### src/rtl/rtcs_regs.svh
// Register offsets, field positions, reset values and timing counts.
`ifndef RTCS_REGS_SVH
`define RTCS_REGS_SVH
`define RTCS_ADDR_CTRL      8'h00
`define RTCS_ADDR_CNT       8'h04
`define RTCS_ADDR_CONST     8'h08
`define RTCS_ADDR_RCOUNT    8'h0C
`define RTCS_ADDR_MEMCTRL   8'h10
`define RTCS_ADDR_MSEL0     8'h20
`define RTCS_ADDR_MSEL_STEP 8'h04
`define RTCS_KEY8           8'hA5
`define RTCS_KEY6           6'h29
`define RTCS_CMF_BIT        7
`define RTCS_COMPARE_MATCH_IRQ_ENABLE_BIT       6
`define RTCS_CKS_LSB        3
`define RTCS_OVF_BIT        2
`define RTCS_REFRESH_OVERFLOW_IRQ_ENABLE_BIT       1
`define RTCS_REFRESH_LIMIT_SELECT_BIT       0
`define RTCS_MEMORY_REFRESH_ENABLE_BIT       0
`define RTCS_RMODE_BIT      1
`define RTCS_LIMIT_LONG     11'h0400
`define RTCS_LIMIT_SHORT    11'h0200
`define RTCS_AREA_BIT       6
`define RTCS_SIZE_LSB       4
`define RTCS_RESET16        16'h0000
`define RTCS_REFRESH_CYCLES 4'h4
`endif

### src/rtl/rtcs_pkg.sv
// Types shared by the refresh timer and memory select logic.
package rtcs_pkg;
   typedef enum logic [1:0] {
      RTCS_IDLE = 2'b00,
      RTCS_REQ  = 2'b01,
      RTCS_BUSY = 2'b11
   } rtcs_rstate_t;
   typedef logic [15:0] rtcs_word_t;
endpackage : rtcs_pkg

### src/rtl/rtcs_refresh_top.sv
// Refresh interval timer, refresh counter and memory select decoders.
//
// What this block does
// - Overflow flag set on limit pass; 1-writes ignored.
// - Overflow interrupt only while its enable set.
// - Limit select: 0 means 1024, 1 means 512.
// - Eight-bit interval counter on selected clock.
// - Counter equals constant: set flag, clear counter.
// - Interval counter cleared only by power-on reset.
// - Compare match starts refresh when auto-refresh enabled.
// - Constant register cleared only at power-on.
// - Ten-bit refresh count; overflow sets flag, clears.
// - Refresh count cleared only by power-on reset.
// - Byte-key registers need A5 in upper byte.
// - Refresh count needs six-bit key 101001.
// - Undefined bits of refresh registers read zero.
// - Select control registers cleared at power-on only.
// - Bit 6 picks area 0 or area 2.
// - Bits 5..4 pick 32 to 256 Mbit.
// - Bits 3..0 give window start address 25..22.
// - Eight identical select registers, one pin each.
// - Select register bits 15..7 read zero.
// - Clock select 000 stops, else divides bus clock.
// - Match flag clears on refresh after zero written.
// - Compare interrupt only while its enable set.
//
// Our own choices: the placing of the registers and the plain strobed port.
`timescale 1ns/1ps
`include "rtcs_regs.svh"
module rtcs_refresh_top
   import rtcs_pkg::*;
#(
   parameter int NUM_SELECT = 8
) (
   input  wire logic                  mclk,
   input  wire logic                  rst,
   input  wire logic                  standby,
   input  wire logic [7:0]            regAddr,
   input  wire logic [15:0]           regWrData,
   input  wire logic                  regWrite,
   input  wire logic                  regRead,
   output logic [15:0]                regRdData,
   input  wire logic                  accessValid,
   input  wire logic [28:0]           accessAddr,
   input  wire logic                  refreshDone,
   output logic                       refreshReq,
   output logic                       compareIrq,
   output logic                       overflowIrq,
   output logic [NUM_SELECT-1:0]      memSelectN
);
   ////////////////////////////////////////////////////////////////////
   // State.
   logic [7:0]       intervalCount;
   logic [7:0]       intervalConst;
   logic [9:0]       refreshCount;
   logic             compare_match_flag;
   logic             cmfClearArmed;
   logic             compare_match_irq_enable;
   logic [2:0]       clockSelect;
   logic             ovf;
   logic             refresh_overflow_irq_enable;
   logic             limitSelect;
   logic             refreshEnable;
   logic             refreshModeSelf;
   logic             tick;
   logic             match;
   logic             autoRefresh;
   logic             refreshEvent;
   logic [10:0]      limit;
   logic             keyByteOk;
   logic             keyCountOk;
   logic             wrCtrl;
   logic             wrCnt;
   logic             wrConst;
   logic             wrRCount;
   logic             wrMemCtrl;
   logic [NUM_SELECT-1:0] wrSel;
   logic [15:0]      selValue [NUM_SELECT];
   logic [15:0]      next_rdData;
   rtcs_rstate_t     rstate;

   ////////////////////////////////////////////////////////////////////
   // Write decode with key check.
   assign keyByteOk  = (regWrData[15:8] == `RTCS_KEY8);
   assign keyCountOk = (regWrData[15:10] == `RTCS_KEY6);
   assign wrCtrl   = regWrite && (regAddr == `RTCS_ADDR_CTRL)
                     && keyByteOk;
   assign wrCnt    = regWrite && (regAddr == `RTCS_ADDR_CNT)
                     && keyByteOk;
   assign wrConst  = regWrite && (regAddr == `RTCS_ADDR_CONST)
                     && keyByteOk;
   assign wrRCount = regWrite && (regAddr == `RTCS_ADDR_RCOUNT)
                     && keyCountOk;
   assign wrMemCtrl = regWrite && (regAddr == `RTCS_ADDR_MEMCTRL);

   // Select register strobes, one per window.
   always_comb begin
      for (int i = 0; i < NUM_SELECT; i++) begin
         wrSel[i] = regWrite && (regAddr == 8'(`RTCS_ADDR_MSEL0
                    + i * `RTCS_ADDR_MSEL_STEP));
      end
   end

   ////////////////////////////////////////////////////////////////////
   // Interval counter and compare.
   assign match = (intervalCount == intervalConst);
   assign autoRefresh = refreshEnable && !refreshModeSelf;
   assign limit = limitSelect ? `RTCS_LIMIT_SHORT
                              : `RTCS_LIMIT_LONG;

   rtcs_prescaler u_prescaler (
      .mclk        (mclk),
      .rst         (rst),
      .hold        (standby),
      .clockSelect (clockSelect),
      .tick        (tick)
   );

   // Counts on prescaler ticks, clears on match; holds in standby.
   always_ff @(posedge mclk or posedge rst) begin
      if (rst) begin
         intervalCount <= 8'h00;
      end else if (wrCnt) begin
         intervalCount <= regWrData[7:0];
      end else if (!standby && match && clockSelect != 3'd0) begin
         intervalCount <= 8'h00;
      end else if (tick) begin
         intervalCount <= intervalCount + 8'h01;
      end
   end

   // Constant register.
   always_ff @(posedge mclk or posedge rst) begin
      if (rst) begin
         intervalConst <= 8'h00;
      end else if (wrConst) begin
         intervalConst <= regWrData[7:0];
      end
   end

   ////////////////////////////////////////////////////////////////////
   // Control bits; writing 1 to a flag does nothing.
   always_ff @(posedge mclk or posedge rst) begin
      if (rst) begin
         compare_match_irq_enable        <= 1'b0;
         clockSelect <= 3'd0;
         refresh_overflow_irq_enable        <= 1'b0;
         limitSelect <= 1'b0;
      end else if (wrCtrl) begin
         compare_match_irq_enable        <= regWrData[`RTCS_COMPARE_MATCH_IRQ_ENABLE_BIT];
         clockSelect <= regWrData[`RTCS_CKS_LSB +: 3];
         refresh_overflow_irq_enable        <= regWrData[`RTCS_REFRESH_OVERFLOW_IRQ_ENABLE_BIT];
         limitSelect <= regWrData[`RTCS_REFRESH_LIMIT_SELECT_BIT];
      end
   end

   // Memory control: refresh enable and refresh mode.
   always_ff @(posedge mclk or posedge rst) begin
      if (rst) begin
         refreshEnable   <= 1'b0;
         refreshModeSelf <= 1'b0;
      end else if (wrMemCtrl) begin
         refreshEnable   <= regWrData[`RTCS_MEMORY_REFRESH_ENABLE_BIT];
         refreshModeSelf <= regWrData[`RTCS_RMODE_BIT];
      end
   end

   // Compare flag: set wins; clears on refresh after a 0 write.
   always_ff @(posedge mclk or posedge rst) begin
      if (rst) begin
         compare_match_flag           <= 1'b0;
         cmfClearArmed <= 1'b0;
      end else if (match && clockSelect != 3'd0 && !standby) begin
         compare_match_flag           <= 1'b1;
         cmfClearArmed <= 1'b0;
      end else if (wrCtrl && !regWrData[`RTCS_CMF_BIT] && compare_match_flag) begin
         cmfClearArmed <= 1'b1;
      end else if (cmfClearArmed && refreshEvent && autoRefresh) begin
         compare_match_flag           <= 1'b0;
         cmfClearArmed <= 1'b0;
      end
   end

   ////////////////////////////////////////////////////////////////////
   // Refresh request handshake to the command sequencer.
   assign refreshEvent = (rstate == RTCS_BUSY) && refreshDone;

   always_ff @(posedge mclk or posedge rst) begin
      if (rst) begin
         rstate <= RTCS_IDLE;
      end else begin
         case (rstate)
            RTCS_IDLE: begin
               if (autoRefresh && match && clockSelect != 3'd0
                   && !standby) begin
                  rstate <= RTCS_REQ;
               end
            end
            RTCS_REQ:  rstate <= RTCS_BUSY;
            RTCS_BUSY: begin
               if (refreshDone) begin
                  rstate <= RTCS_IDLE;
               end
            end
            default:   rstate <= RTCS_IDLE;
         endcase
      end
   end
   assign refreshReq = (rstate == RTCS_REQ);

   // Refresh count and overflow flag; set wins over a 0 write.
   always_ff @(posedge mclk or posedge rst) begin
      if (rst) begin
         refreshCount <= 10'h000;
         ovf          <= 1'b0;
      end else begin
         if (wrRCount) begin
            refreshCount <= regWrData[9:0];
         end else if (refreshEvent) begin
            if ({1'b0, refreshCount} + 11'h001 >= limit) begin
               refreshCount <= 10'h000;
            end else begin
               refreshCount <= refreshCount + 10'h001;
            end
         end
         if (refreshEvent && !wrRCount
             && ({1'b0, refreshCount} + 11'h001 >= limit)) begin
            ovf <= 1'b1;
         end else if (wrCtrl && !regWrData[`RTCS_OVF_BIT]) begin
            ovf <= 1'b0;
         end
      end
   end

   assign overflowIrq = ovf && refresh_overflow_irq_enable;
   assign compareIrq  = compare_match_flag && compare_match_irq_enable;

   ////////////////////////////////////////////////////////////////////
   // Memory select windows.
   for (genvar g = 0; g < NUM_SELECT; g++) begin : g_win
      rtcs_window_decode u_win (
         .mclk        (mclk),
         .rst         (rst),
         .wrEn        (wrSel[g]),
         .wrData      (regWrData[6:0]),
         .accessValid (accessValid),
         .accessAddr  (accessAddr),
         .ctrlValue   (selValue[g]),
         .memSelectN  (memSelectN[g])
      );
   end

   ////////////////////////////////////////////////////////////////////
   // Read mux; undefined bits read zero, unmapped reads zero.
   always_comb begin
      next_rdData = 16'h0000;
      if (regAddr == `RTCS_ADDR_CTRL) begin
         next_rdData = {8'h00, compare_match_flag, compare_match_irq_enable, clockSelect, ovf, refresh_overflow_irq_enable,
                        limitSelect};
      end else if (regAddr == `RTCS_ADDR_CNT) begin
         next_rdData = {8'h00, intervalCount};
      end else if (regAddr == `RTCS_ADDR_CONST) begin
         next_rdData = {8'h00, intervalConst};
      end else if (regAddr == `RTCS_ADDR_RCOUNT) begin
         next_rdData = {6'h00, refreshCount};
      end else if (regAddr == `RTCS_ADDR_MEMCTRL) begin
         next_rdData = {14'h0000, refreshModeSelf, refreshEnable};
      end else begin
         for (int i = 0; i < NUM_SELECT; i++) begin
            if (regAddr == 8'(`RTCS_ADDR_MSEL0
                + i * `RTCS_ADDR_MSEL_STEP)) begin
               next_rdData = selValue[i];
            end
         end
      end
   end

   always_ff @(posedge mclk or posedge rst) begin
      if (rst) begin
         regRdData <= `RTCS_RESET16;
      end else if (regRead) begin
         regRdData <= next_rdData;
      end
   end
endmodule : rtcs_refresh_top

### src/rtl/rtcs_prescaler.sv
// Bus clock prescaler giving the interval counter its count enable.
`timescale 1ns/1ps
`include "rtcs_regs.svh"
module rtcs_prescaler
   import rtcs_pkg::*;
(
   input  wire logic       mclk,
   input  wire logic       rst,
   input  wire logic       hold,
   input  wire logic [2:0] clockSelect,
   output logic            tick
);
   logic [11:0] divCount;
   logic        sel;

   // Free running divider; frozen while the chip is in standby.
   always_ff @(posedge mclk or posedge rst) begin
      if (rst) begin
         divCount <= 12'h000;
      end else if (!hold) begin
         divCount <= divCount + 12'h001;
      end
   end

   // Pick the ratio: 4, 16, 64, 256, 1024, 2048 or 4096; 000 stops it.
   always_comb begin
      case (clockSelect)
         3'd1:    sel = (divCount[1:0] == 2'h3);
         3'd2:    sel = (divCount[3:0] == 4'hF);
         3'd3:    sel = (divCount[5:0] == 6'h3F);
         3'd4:    sel = (divCount[7:0] == 8'hFF);
         3'd5:    sel = (divCount[9:0] == 10'h3FF);
         3'd6:    sel = (divCount[10:0] == 11'h7FF);
         3'd7:    sel = (divCount == 12'hFFF);
         default: sel = 1'b0;
      endcase
      tick = sel && !hold;
   end
endmodule : rtcs_prescaler

### src/rtl/rtcs_window_decode.sv
// One memory select window decoder with its own control register.
`timescale 1ns/1ps
`include "rtcs_regs.svh"
module rtcs_window_decode
   import rtcs_pkg::*;
(
   input  wire logic        mclk,
   input  wire logic        rst,
   input  wire logic        wrEn,
   input  wire logic [6:0]  wrData,
   input  wire logic        accessValid,
   input  wire logic [28:0] accessAddr,
   output logic [15:0]      ctrlValue,
   output logic             memSelectN
);
   logic [6:0] ctrl;
   logic [2:0] area;
   logic [3:0] mask;
   logic       hit;

   // Only bits 6..0 are stored; the rest read as zero.
   always_ff @(posedge mclk or posedge rst) begin
      if (rst) begin
         ctrl <= 7'h00;
      end else if (wrEn) begin
         ctrl <= wrData;
      end
   end

   // Area 0 or area 2, window size from 4 MB up to 32 MB.
   always_comb begin
      area = ctrl[`RTCS_AREA_BIT] ? 3'b010 : 3'b000;
      case (ctrl[5:4])
         2'b00:   mask = 4'hF;
         2'b01:   mask = 4'hE;
         2'b10:   mask = 4'hC;
         default: mask = 4'h8;
      endcase
      hit = accessValid && (accessAddr[28:26] == area)
         && ((accessAddr[25:22] & mask) == (ctrl[3:0] & mask));
      ctrlValue = {9'h000, ctrl};
   end

   // Registered active-low select output.
   always_ff @(posedge mclk or posedge rst) begin
      if (rst) begin
         memSelectN <= 1'b1;
      end else begin
         memSelectN <= !hit;
      end
   end
endmodule : rtcs_window_decode

### config.mk
export PLATFORM = sky130hd
export DESIGN_NAME = rtcs_refresh_top
export DESIGN_NICKNAME = d
export VERILOG_FILES = /design/src/rtl/rtcs_pkg.sv /design/src/rtl/rtcs_refresh_top.sv /design/src/rtl/rtcs_prescaler.sv /design/src/rtl/rtcs_window_decode.sv
export VERILOG_INCLUDE_DIRS = /design/src /design/src/rtl
export SDC_FILE = /design/constraint.sdc
export NUM_CORES = 1
export LEC_CHECK = 0
export BUFFER_PORTS_ARGS = -buffer_cell sky130_fd_sc_hd__buf_2
export CAP_MARGIN = 20
export CORE_MARGIN = 2
export CORE_UTILIZATION = 50
export CTS_BUF_LIST = sky130_fd_sc_hd__clkbuf_16
export CTS_CLUSTER_SIZE = 24
export DETAILED_ROUTE_END_ITERATION = 10
export HOLD_SLACK_MARGIN = 0.1
export PLACE_DENSITY = 0.72
export SYNTH_ARGS = -nofsm -noshare
export SYNTH_HDL_FRONTEND = slang
export SYNTH_SLANG_ARGS = --single-unit
### constraint.sdc
create_clock -name mclk -period 3.95 [get_ports mclk]
set_clock_uncertainty 0.05 [all_clocks]
set_input_delay 0.5925 -clock mclk [delete_from_list [all_inputs] [get_ports mclk]]
set_output_delay 0.5925 -clock mclk [all_outputs]
set_load 0.02 [all_outputs]
### Word level (Yosys, flattened, before mapping)

Cells that the tools add are included.

| cells by class | value |
|---|---|
| $add $sub $neg | 4 |
| order comparisons | 1 |
| bitwise logic cells | 16 |
| muxes and demuxes | 47 |
| reduce and logical (&&, ||, !) cells | 83 |
| equality and inequality tests | 66 |

Operators with widths:

| kind | number |
|---|---|
| 2-to-1 mux 16 bit | 12 |
| case mux 3 bit (3 select lines) | 8 |
| AND 4 bit | 16 |
| == test 8 x 6 -> 1 bit, second input constant | 8 |
| logical AND 1 bit | 52 |
| == test 4 bit | 8 |
| 2-to-1 mux 10 bit | 3 |
| == test 3 bit | 8 |
| 2-to-1 mux 8 bit | 3 |
| == test 2 bit, second input constant | 10 |
| 2-to-1 mux 2 bit | 10 |
| == test 2 x 1 -> 1 bit, second input constant | 9 |
| logical NOT 2 bit | 9 |
| == test 8 x 4 -> 1 bit, second input constant | 2 |
| == test 8 bit, second input constant | 2 |
| logical NOT 1 bit | 13 |
| adder 12 x 1 -> 12 bit, second input constant | 1 |
| == test 12 bit, second input constant | 1 |
| == test 3 bit, second input constant | 4 |
| == test 6 bit, second input constant | 2 |
| adder 10 x 1 -> 11 bit, second input constant | 1 |
| == test 11 bit, second input constant | 1 |
| greater-or-equal comparator 11 bit | 1 |
| 2-to-1 mux 11 bit | 1 |
| other kinds (18) | 32 |

| storage, ports and cells | value |
|---|---|
| word-level logic and storage cells | 248 |
| register bits after elaboration | 131 |
| input port bits | 60 |
| output and inout bits | 27 |

### Longest topological paths before layout

Gate-level depths: netlist of the first run.

| depth | value |
|---|---|
| depth after elaboration | 14 |
| depth in mapped cells | 12 |
| gate-level depth less buffers | 11 |

### Cells and area by module

From an unflattened synthesis of the first run, not the netlist that was laid out.

| unflattened totals | value |
|---|---|
| cells, all modules | 890 |
| area, all modules | 8704.6 um2 |

Modules (own cells, without submodules):

| module | cells each | area an instance (um2) | times used | sequential area each (um2) |
|---|---|---|---|---|
| rtcs_refresh_top | 524 | 4576.9 | 1 | 1376.3 |
| rtcs_window_decode | 39 | 441.7 | 8 | 201.4 |
| rtcs_prescaler | 54 | 594.3 | 1 | 300.3 |

### Worst setup path after synthesis of the first run

OpenSTA, ideal clock, no wires.

| timing | value |
|---|---|
| path type | register to register |
| from | register refreshCount[2] |
| to | register refreshCount[5] |
| data required time | 3.818 ns |
| buffers on the path | 1 |
| library setup time | 0.082 ns |
| arrival time | 2.266 ns |
| cell stages (with the launch flop) | 12 |
| path slack | 1.552 ns |
| period minus slack after synthesis | 2.398 ns |
| cell sequence | dfrtp_1 > buf_2 > and4_1 > and4_1 > nand3_1 > xor2_1 > ha_1 > inv_1 > a21o_1 > nand2b_1 > or3_1 > a31oi_1 |

| between the ends | value |
|---|---|
| longest elaborated chain between the ends | 5 |
| elaborated cells between the ends (all ways) | 6 |
| classes of those cells | 2 x add/sub; 1 x order compare; 3 x mux |

Ends and longest elaborated chain:

| what | line | text |
|---|---|---|
| start: declaration | rtcs_refresh_top.sv:55 | `logic [9:0] refreshCount;` |
| start signal: assignment | rtcs_refresh_top.sv:218 | `refreshCount <= regWrData[9:0];` |
| start signal: assignment | rtcs_refresh_top.sv:223 | `refreshCount <= refreshCount + 10'h001;` |
| adder 10 x 1 -> 11 bit | rtcs_refresh_top.sv:220 | `if ({1'b0, refreshCount} + 11'h001 >= limit) begin` |
| greater-or-equal comparator 11 bit | rtcs_refresh_top.sv:220 |  |
| 2-to-1 mux 10 bit (*) | rtcs_refresh_top.sv:220 |  |
| 2-to-1 mux 10 bit (*) | rtcs_refresh_top.sv:219 | `end else if (refreshEvent) begin` |
| 2-to-1 mux 10 bit (*) | rtcs_refresh_top.sv:217 | `if (wrRCount) begin` |

Mark *: on every way between the ends. The rest lies on a longest branch, timed or not. The select of a mux whose other input is x is not followed.
A chain may end at the register's enable or synchronous reset.

### Worst setup path after layout of the first run

Same ends and word-level chain as after synthesis.

==> flow_summary_export.csv, run 1 <==
group,metric,value,unit
yosys,synth_top_area_cell,"dfrtp_1",
setup_path,r2r_cells,10,
grt,grt_usage,0.260,
finish,fillers,1216,
finish,syn_to_final_growth,12.8,%
run_status,status,"completed",
clock_network,cts.hold.buffers_added,0,
routing,via_per_inst,6.15,
yosys,ys_types,77,
placed_design,dpl.cell_count,923,
clock_network,cts_tree,"yes",
placed_design,io_buffers,58,
clock_network,clkLatencyLatePin,0.43,ns
finish,drive_above_1_share,0.258,
setup_path,critPathRequiredTime,4.24,ns
setup_path,worstSetupStartpoint,"refreshCount[2]$_DFFE_PP0P_",
yosys,synth_top_area_frac,0.395,
yosys,synth-seq-cells,125,
yosys,syn_area,0.00741,mm2
min_path,hold_path.class,"primary input to async pin",
setup_path,critical_path_class,"flip-flop to flip-flop",
floorplan,dieArea,0.0158,mm2
setup_path,end_kind,"flip-flop",
setup_path,r2r_start,"refreshCount[2]$_DFFE_PP0P_",
routing,wirelength,19.9,mm
timing,hold_violations,0,
setup_path,cp-start-kind,"flip-flop",
setup_path,worstReg2RegEnd,"refreshCount[5]$_DFFE_PP0P_",
timing,setup-tns-final,0,ns
floorplan,io_pins,87,
routing,drt_pass1_iterations,5,
yosys,ys.flop_type,"dfrtp_1",
timing,hold-worst-slack,0.242,ns
timing,post-route-period-util,0.698,
yosys,seq_area_frac_synth,0.423,
yosys,yosys-top-cells-area,"dfrtp_1 39%, mux2_2 10%, xor2_1 5.2%",
placed_design,dp_hpwl,14.0,mm
clock_network,h-tree-depth,4,
clock_network,clockBufferDepth,2,
yosys,yosysWarnings,0,
timing,slew_viol_final,0,
finish,final_net_count,823,
power,power_density,427,mW/mm2
yosys,avgSynthCellArea,10.2,um2
routing,drc,0,
timing,fin_crit,2.76,ns
routing,wl_per_cell,20.8,um
job,max_cap_viol_count,0,
clock_network,post_cts_buffers,0,
power,ir_drop,0.309,mV
placed_design,gp_congestion,0.975,
clock_network,cts.repair.resized,0,
setup_path,r2r_setup_slack,1.19,ns
floorplan,start_util,0.510,
power,p_leak,3.75,nW
timing,tightest_slew,0.758,ns
grt,grt_pass1_vias,5974,
finish,final_common_cell,"dfrtp_1",
finish,finalNonFillerCells,956,
routing,ant_nets,0,
timing,slew_headroom,0.495,
floorplan,die_w,126,um
floorplan,core_area,0.0145,mm2
setup_path,endpoint,"refreshCount[5]$_DFFE_PP0P_",
yosys,async_flop_share,1.00,
yosys,synth_edf_count,0,
finish,final_core_util,0.575,
routing,drtIter0Drc,493,
setup_path,cp_max_fo,9,
finish,layout_common_cells,"117 x dfrtp_1, 68 x mux2_2, 58 x buf_2",
clock_network,cts_made_buffers,17,
grt,overflow,0,
floorplan,die_h,126,um
timing,fmax,362,MHz
clock_network,cts.sinks,125,
clock_network,clk_pin_slew,0.06,ns
grt,grt_max_degree,126,
routing,num_vias,5877,
grt,antenna_found_initial,1,
clock_network,cts-root-buf,"clkbuf_16",
timing,rsz0062_at_grt,"false",
grt,grt_first_pass_wirelength,32.0,mm
setup_path,arrival,3.05,ns
timing,setup_viol,0,
floorplan,row_count,44,
yosys,syn_inst,725,
## how the worst min path moves through the flow
stage	from	endpoint	slack (ns)	depth (start not counted)
6_report	rst	g_win[3].u_win.ctrl[4]$_DFFE_PP0P_	0.24	3
5_1_grt	refreshDone	rstate[1]$_DFFE_PP0P_	0.37	2
4_1_cts	rst	u_prescaler.divCount[10]$_DFFE_PP0N_	0.35	3
3_5_place_dp	u_prescaler.divCount[10]$_DFFE_PP0N_	u_prescaler.divCount[10]$_DFFE_PP0N_	0.43	1
3_3_place_gp	u_prescaler.divCount[10]$_DFFE_PP0N_	u_prescaler.divCount[10]$_DFFE_PP0N_	0.41	1
2_1_floorplan	g_win[7].u_win.ctrl[4]$_DFFE_PP0P_	g_win[7].u_win.memSelectN$_DFF_PP1_	0.39	1
## where the power goes
| part | total, mW | switching [mW] | internal [mW] |
|---|---|---|---|
| sequential | 1.48 | 0.107 | 1.37 |
| clock | 1.68 | 0.574 | 1.10 |
| combinational | 0.411 | 0.244 | 0.167 |
## cell usage after synthesis (all sizes together) (4+ instances only)
| library cell | n |
|---|---|
| dfstp | 8 |
| a22oi | 7 |
| nand4 | 7 |
| nor3 | 18 |
| and2 | 6 |
| mux2 | 74 |
| a41oi | 4 |
| nor2b | 6 |
| nand4b | 5 |
| nor2 | 62 |
| buf | 31 |
| a21oi | 43 |
| o2bb2ai | 4 |
| a221oi | 9 |
| a31oi | 7 |
| xor2 | 44 |
| mux2i | 6 |
| nand2 | 49 |
| ha | 5 |
| dfrtp | 117 |
| nor4b | 4 |
| and3 | 4 |
| clkbuf | 24 |
| o21ai | 35 |
| o221ai | 9 |
| xnor2 | 26 |
| nand2b | 5 |
| inv | 17 |
| nand3 | 22 |
| nor4 | 6 |
| o22ai | 6 |
| a21o | 4 |
## worst max-delay path: stages, from the launching register on
cell and delay, ns:
dfrtp_1 0.50, and4_1 0.28, and4_1 0.28, nand3_1 0.11
xor2_1 0.20, ha_1 0.17, inv_1 0.04, a21o_1 0.21
nand2b_1 0.26, or3_1 0.38, a31oi_1 0.18
## state kept, by name (all words and copies together) (netlist names), 2 cells and up
signal	cells
g_win.u_win.memSelectN	8
regRdData	10
rstate	2
intervalConst	8
g_win.u_win.ctrl	56
clockSelect	3
u_prescaler.divCount	12
intervalCount	8
refreshCount	10
## metal layers
metal / GRT usage / wire length (um) / up-vias
met1: 0.339 / 8550 / 2903
met3: 0.0531 / 1320 / 49
met2: 0.415 / 9380 / 245
li1: - / - / 2680
met5: 0 / 0 / -
met4: 0.127 / 636 / 0
## kinds of logic (layout without fill, tap and decap cells)
family | count (synthesis) | count (layout) | share of synthesized area
XOR/XNOR | 70 | 70 | 0.0827
AO/OA/AOI/OAI | 159 | 159 | 0.150
flip-flops | 125 | 125 | 0.423
other | 1 | 7 | 0.000506
multiplexers | 82 | 82 | 0.127
AND/OR/NAND/NOR | 211 | 211 | 0.161
buffers and inverters | 72 | 113 | 0.0474
adder cells (fa/ha/maj) | 5 | 5 | 0.00844
## layout make-up
type / count / area, um2 / share of cell area
Inverter: 17 / 67.6 / 0.00808
Clock buffer: 17 / 425 / 0.0509
Antenna cell: 1 / 2.50 / 0.000299
Sequential cell: 125 / 3140 / 0.375
Tap cell: 184 / 230 / 0.0275
Timing Repair Buffer: 64 / 348 / 0.0416
Multi-Input combinational cell: 533 / 3950 / 0.472
Clock inverter: 15 / 204 / 0.0244
## metrics by stage
stage               instance area, um2  worst slack [ns]  total power [mW]
global route                      8360             0.999              3.69
CTS                               8360              1.25              3.58
detailed placement                7730              1.09              1.91
floorplan                         7440              1.55              1.78
global placement                  7730              1.14              1.88
finish                            8360              1.19              3.57
(Power assumes the default switching activity.)
==> run 2, diff against run 1 <==
- PLACE_DENSITY: 0.72 -> 0.69
- clock period: 3.95 -> 2.67 ns (I/O delays scaled with it)
==> flow_summary_export.csv, run 2 (synthesis gave the netlist of run 1 again) <==
group,metric,value,unit
run_status,status,"completed",
grt,antenna_found_initial,0,
timing,fmax,386,MHz
finish,syn_to_final_growth,14.1,%
finish,design_area,0.00846,mm2
timing,hold_violations,0,
routing,wirelength,20.3,mm
finish,layout_common_cells,"116 x dfrtp_1, 68 x mux2_2, 58 x buf_2",
grt,grt_first_pass_wirelength,32.9,mm
floorplan,dieArea,0.0158,mm2
power,clockPowerShare,0.443,
routing,wl_per_cell,20.8,um
placed_design,pre_cts_ws,0.0607,ns
routing,drtIter0Drc,516,
finish,final_net_count,842,
finish,multi_input_area,0.00397,mm2
floorplan,die_h,126,um
placed_design,dpl.cell_count,939,
floorplan,row_count,44,
setup_path,cp_max_fo,5,
setup_path,critical_path_class,"flip-flop to flip-flop",
placed_design,gp_congestion,0.968,
timing,slew_headroom,0.530,
setup_path,cp-start-kind,"flip-flop",
setup_path,slowest_delay,0.37,ns
timing,fin_ws,0.0782,ns
clock_network,h-tree-depth,4,
power,ir_drop,0.475,mV
timing,tightest_slew,0.705,ns
setup_path,cp_cell_sequence,"and4_4, and4_2, nand3_1, xor2_2, ha_1, nand4_1, a21oi_1, a41oi_2, buf_4, nand3b_1, a31oi_1",
routing,drt_pass1_iterations,5,
placed_design,dp_hpwl,14.2,mm
timing,slew_viol_final,0,
finish,final_common_cell,"dfrtp_1",
finish,largestRegisters,"g_win.u_win.ctrl x56, u_prescaler.divCount x12",
power,power_density,595,mW/mm2
grt,grt_usage,0.266,
grt,grt_max_degree,126,
clock_network,cts.sinks,125,
setup_path,arrival,2.89,ns
routing,num_vias,6031,
floorplan,die_w,126,um
finish,regMostFlops,"g_win.u_win.ctrl",
timing,hold-worst-slack,0.0945,ns
clock_network,cts_tree,"yes",
finish,regArea,0.00314,mm2
setup_path,slowest_stage,"dfrtp_1",
clock_network,cts-root-buf,"clkbuf_16",
clock_network,cts.hold.buffers_added,0,
finish,finalNonFillerCells,974,
placed_design,io_buffers,58,
floorplan,core_area,0.0145,mm2
clock_network,clkLatencyLatePin,0.42,ns
routing,via_per_inst,6.19,
finish,diodes,0,
placed_design,dpl_cell_area,0.00785,mm2
routing,ant_nets,0,
job,max_cap_viol_count,0,
power,p_seq_frac,0.435,
floorplan,start_util,0.510,
floorplan,io_pins,87,
timing,fin_crit,2.59,ns
power,swShare,0.263,
power,p_int,3.71,mW
timing,post-route-period-util,0.971,
timing,setup_viol,0,
clock_network,clockBufferDepth,2,
power,p_switching,1.32,mW
power,power,5.04,mW
finish,largest_reg_flops,56,
grt,grt_pass1_vias,5917,
setup_path,end_kind,"flip-flop",
power,comb_power_share,0.122,
setup_path,critPathRequiredTime,2.96,ns
routing,drc,0,
finish,drive_above_1_share,0.277,
min_path,hold_path.class,"primary input to async pin",
clock_network,clk_pin_slew,0.06,ns
power,p_leak,3.83,nW
grt,overflow,0,
clock_network,cts_made_buffers,17,
finish,fillers,1245,
run 2: cell count changes in the layout (fill, tap and decap cells not counted), moves of 2 or more:
cell / before / now
inv_1: 18 / 21
buf_4: 5 / 24
and4_1: 2 / 0
bufinv_16: 5 / 3
clkinvlp_4: 3 / 1
run 2: stage by stage:
step                 util  TNS, ns
floorplan               -        0
CTS                 0.579        0
global placement    0.540        0
global route        0.582  -0.0325
finish              0.582        0
detailed placement  0.540        0
run 2: timing repair:
item,in CTS,in global routing
resized for setup,0,6
setup buffers,0,3
hold endpoints to repair,0,0
setup endpoints to repair,0,9
run 2: power by group through the flow:
stage	logic, mW	clock network (mW)	registers (mW)
final	0.615	2.23	2.19
after floorplan	0.453	0	2.17
after detailed placement	0.614	0	2.21
after global routing	0.687	2.34	2.21
after global placement	0.591	0	2.20
after CTS	0.618	2.25	2.18
run 2: final timing paths:
path                                                         to  slack (ns)  cells after the start                                  from
max in group asynchronous           refreshCount[0]$_DFFE_PP0P_        1.89                      3                                   rst
min                          g_win[4].u_win.ctrl[1]$_DFFE_PP0P_        0.09                      3                                   rst
min in group mclk                         rstate[1]$_DFFE_PP0P_        0.16                      2                           refreshDone
min reg2reg                u_prescaler.divCount[10]$_DFFE_PP0N_        0.42                      1  u_prescaler.divCount[10]$_DFFE_PP0N_
max reg2reg                         refreshCount[9]$_DFFE_PP0P_        0.08                     11           refreshCount[1]$_DFFE_PP0P_
max                                 refreshCount[9]$_DFFE_PP0P_        0.08                     11           refreshCount[1]$_DFFE_PP0P_
run 2: layer usage:
layer  global-route usage  routed length (um)  up-vias
met4               0.0911                 493        0
met1                0.367                9000     3034
met3               0.0726                1400       44
li1                     -                   -     2723
met5                    0                   0        -
met2                0.407                9400      230
run 2: final cells by class:
| cell class | instances | area share |
|---|---|---|
| multi-input cells | 533 | 0.469 |
| clock inverters | 15 | 0.0166 |
| flip-flops and latches | 125 | 0.371 |
| inverters | 17 | 0.00799 |
| clock buffers | 17 | 0.0503 |
| well taps | 184 | 0.0272 |
| repair buffers | 83 | 0.0580 |
run 2: critical path, delay by kind of cell (launching register included):
| kind | cells | cell delay [ns] |
|---|---|---|
| AO/OA/AOI/OAI | 3 | 0.60 |
| flip-flops | 1 | 0.37 |
| adder cells (fa/ha/maj) | 1 | 0.28 |
| XOR/XNOR | 1 | 0.21 |
| buffers and inverters | 1 | 0.18 |
| AND/OR/NAND/NOR | 5 | 0.82 |
==> run 3, diff against run 2 <==
- PLACE_DENSITY: 0.69 -> 0.72
- clock period: 2.67 -> 2.2 ns (I/O delays scaled with it)
==> flow_summary_export.csv, run 3 (synthesis gave the netlist of run 1 again) <==
group,metric,value,unit
placed_design,gp_congestion,0.977,
finish,layout_common_cells,"117 x dfrtp_1, 68 x mux2_2, 58 x buf_2",
min_path,min_to,"refreshCount[8]$_DFFE_PP0P_",
setup_path,slowest_delay,0.36,ns
clock_network,cts_tree,"yes",
floorplan,start_util,0.510,
setup_path,cp_cell_sequence,"and4_4, and4_4, nand3_4, xor2_2, ha_4, nand4_1, a21oi_2, a41oi_4, a22oi_2, a21oi_1",
power,power_density,692,mW/mm2
run_status,status,"finished with violations",
clock_network,clockBufferDepth,2,
floorplan,io_pins,87,
power,p_seq_frac,0.432,
finish,fillers,1210,
run_status,violations,"negative setup slack",
timing,fin_ws,-0.0733,ns
timing,tightest_slew,0.512,ns
routing,wl_per_cell,20.5,um
power,swShare,0.272,
timing,slew_headroom,0.656,
floorplan,die_h,126,um
setup_path,crit_family,"compound AO/OA/AOI/OAI gates",
grt,grt_usage,0.268,
min_path,hold_path.class,"primary input to flip-flop",
clock_network,clk_pin_slew,0.05,ns
job,max_cap_viol_count,0,
timing,setup_viol,7,
clock_network,cts-root-buf,"clkbuf_16",
finish,finalNonFillerCells,1009,
timing,post-route-period-util,1.03,
finish,diodes,0,
power,p_leak,3.99,nW
placed_design,io_buffers,58,
finish,final_common_cell,"dfrtp_1",
min_path,whs_path_depth,3,
floorplan,die_w,126,um
power,comb_power_share,0.132,
setup_path,arrival,2.53,ns
power,clockPowerShare,0.436,
floorplan,row_count,44,
timing,rsz0062_at_grt,"true",
timing,hold_violations,0,
grt,met1_usage,0.360,
clock_network,h-tree-depth,4,
setup_path,critical_path_class,"flip-flop to flip-flop",
timing,fin_crit,2.27,ns
finish,syn_to_final_growth,19.0,%
finish,regArea,0.00314,mm2
floorplan,core_area,0.0145,mm2
finish,largest_reg_flops,56,
clock_network,clkLatencyLatePin,0.43,ns
setup_path,end_kind,"flip-flop",
setup_path,cp-start-kind,"flip-flop",
finish,drive_above_1_share,0.324,
grt,grt_util_met3,0.0599,
grt,grt_first_pass_wirelength,32.9,mm
grt,overflow,0,
power,p_int,4.44,mW
power,ir_drop,0.589,mV
timing,fmax,440,MHz
routing,num_vias,6135,
finish,largestRegisters,"g_win.u_win.ctrl x56, u_prescaler.divCount x12",
setup_path,crit_top_cell,"and4_4",
grt,grtUsageMet2,0.419,
setup_path,critPathRequiredTime,2.46,ns
setup_path,r2r_setup_slack,-0.07,ns
power,p_switching,1.66,mW
routing,wirelength,20.7,mm
grt,antenna_found_initial,0,
setup_path,r2r_cells,10,
setup_path,cp_max_fo,6,
grt,grt.busiest_layer,"met2",
routing,ant_nets,0,
clock_network,cts.sinks,125,
routing,via_per_inst,6.08,
setup_path,r2r_start,"refreshCount[1]$_DFFE_PP0P_",
placed_design,dp_hpwl,15.1,mm
grt,grt_max_degree,57,
floorplan,dieArea,0.0158,mm2
finish,final_net_count,877,
routing,drt_pass1_iterations,7,
finish,multi_input_area,0.00405,mm2
setup_path,slowest_stage,"dfrtp_1",
routing,drc,0,
clock_network,cts_made_buffers,17,
grt,grt_pass1_vias,6086,
setup_path,crit_buf_inv,0,
placed_design,dpl.cell_count,973,
min_path,hold_path_startpoint,"regWrData[8]",
setup_path,worstReg2RegEnd,"refreshCount[4]$_DFFE_PP0P_",
timing,slew_viol_final,0,
finish,regMostFlops,"g_win.u_win.ctrl",
finish,final_core_util,0.607,
routing,drtIter0Drc,493,
[run 3: worst min-delay path, delay by kind of cell]
| family | cells | cell delay (ns) |
|---|---|---|
| AOI/OAI and AO/OA | 1 | 0.09 |
| buffers and inverters | 1 | 0.08 |
| and+or+nand+nor | 1 | 0.04 |
[run 3: stage by stage]
step | power [mW] | area [um2] | TNS (ns) | worst slack (ns) | hold slack [ns]
6_report | 6.10 | 8820 | -0.349 | -0.0733 | 0.109
5_1_grt | 6.32 | 8820 | -1.34 | -0.177 | 0.115
4_1_cts | 6.13 | 8780 | -0.142 | -0.0496 | 0.106
3_5_place_dp | 3.47 | 8140 | -1.22 | -0.163 | 0.246
3_3_place_gp | 3.43 | 8140 | -0.480 | -0.105 | 0.240
2_1_floorplan | 3.19 | 7460 | -0.0794 | -0.0496 | 0.362
[run 3: per-layer routing]
metal,up-vias,share of wire
met5,-,0
met1,3054,0.44
met3,58,0.062
met4,0,0.036
met2,239,0.47
li1,2784,-
[run 3: power groups by stage]
| stage | Sequential, mW | Clock [mW] | Combinational [mW] |
|---|---|---|---|
| after detailed placement | 2.67 | 0 | 0.796 |
| after global placement | 2.66 | 0 | 0.769 |
| final | 2.64 | 2.66 | 0.805 |
| after floorplan | 2.64 | 0 | 0.549 |
| after global routing | 2.66 | 2.78 | 0.878 |
| after CTS | 2.63 | 2.69 | 0.806 |
[run 3: cell type report]
| type | instances | share of cell area |
|---|---|---|
| Timing Repair Buffer | 118 | 0.0878 |
| Clock buffer | 17 | 0.0482 |
| Multi-Input combinational cell | 533 | 0.460 |
| Sequential cell | 125 | 0.356 |
| Inverter | 17 | 0.00766 |
| Clock inverter | 15 | 0.0148 |
| Tap cell | 184 | 0.0261 |
[run 3: worst max-delay path by stage]
stage,startpoint,endpoint,cells past startpoint
finish,refreshCount[1]$_DFFE_PP0P_,refreshCount[4]$_DFFE_PP0P_,10
global route,refreshCount[3]$_DFFE_PP0P_,refreshCount[4]$_DFFE_PP0P_,10
CTS,refreshCount[0]$_DFFE_PP0P_,refreshCount[4]$_DFFE_PP0P_,10
detailed placement,refreshCount[3]$_DFFE_PP0P_,ovf$_DFFE_PP0P_,10
global placement,refreshCount[1]$_DFFE_PP0P_,ovf$_DFFE_PP0P_,10
floorplan,refreshCount[3]$_DFFE_PP0P_,refreshCount[5]$_DFFE_PP0P_,10
[run 3: timing repair]
action	CTS	global route
pin swaps	11	10
gates resized for setup	11	7
hold endpoints to repair	19	0
gates cloned	0	0
buffers inserted	1	1
hold buffers	2	0
endpoints found under the setup margin	10	11
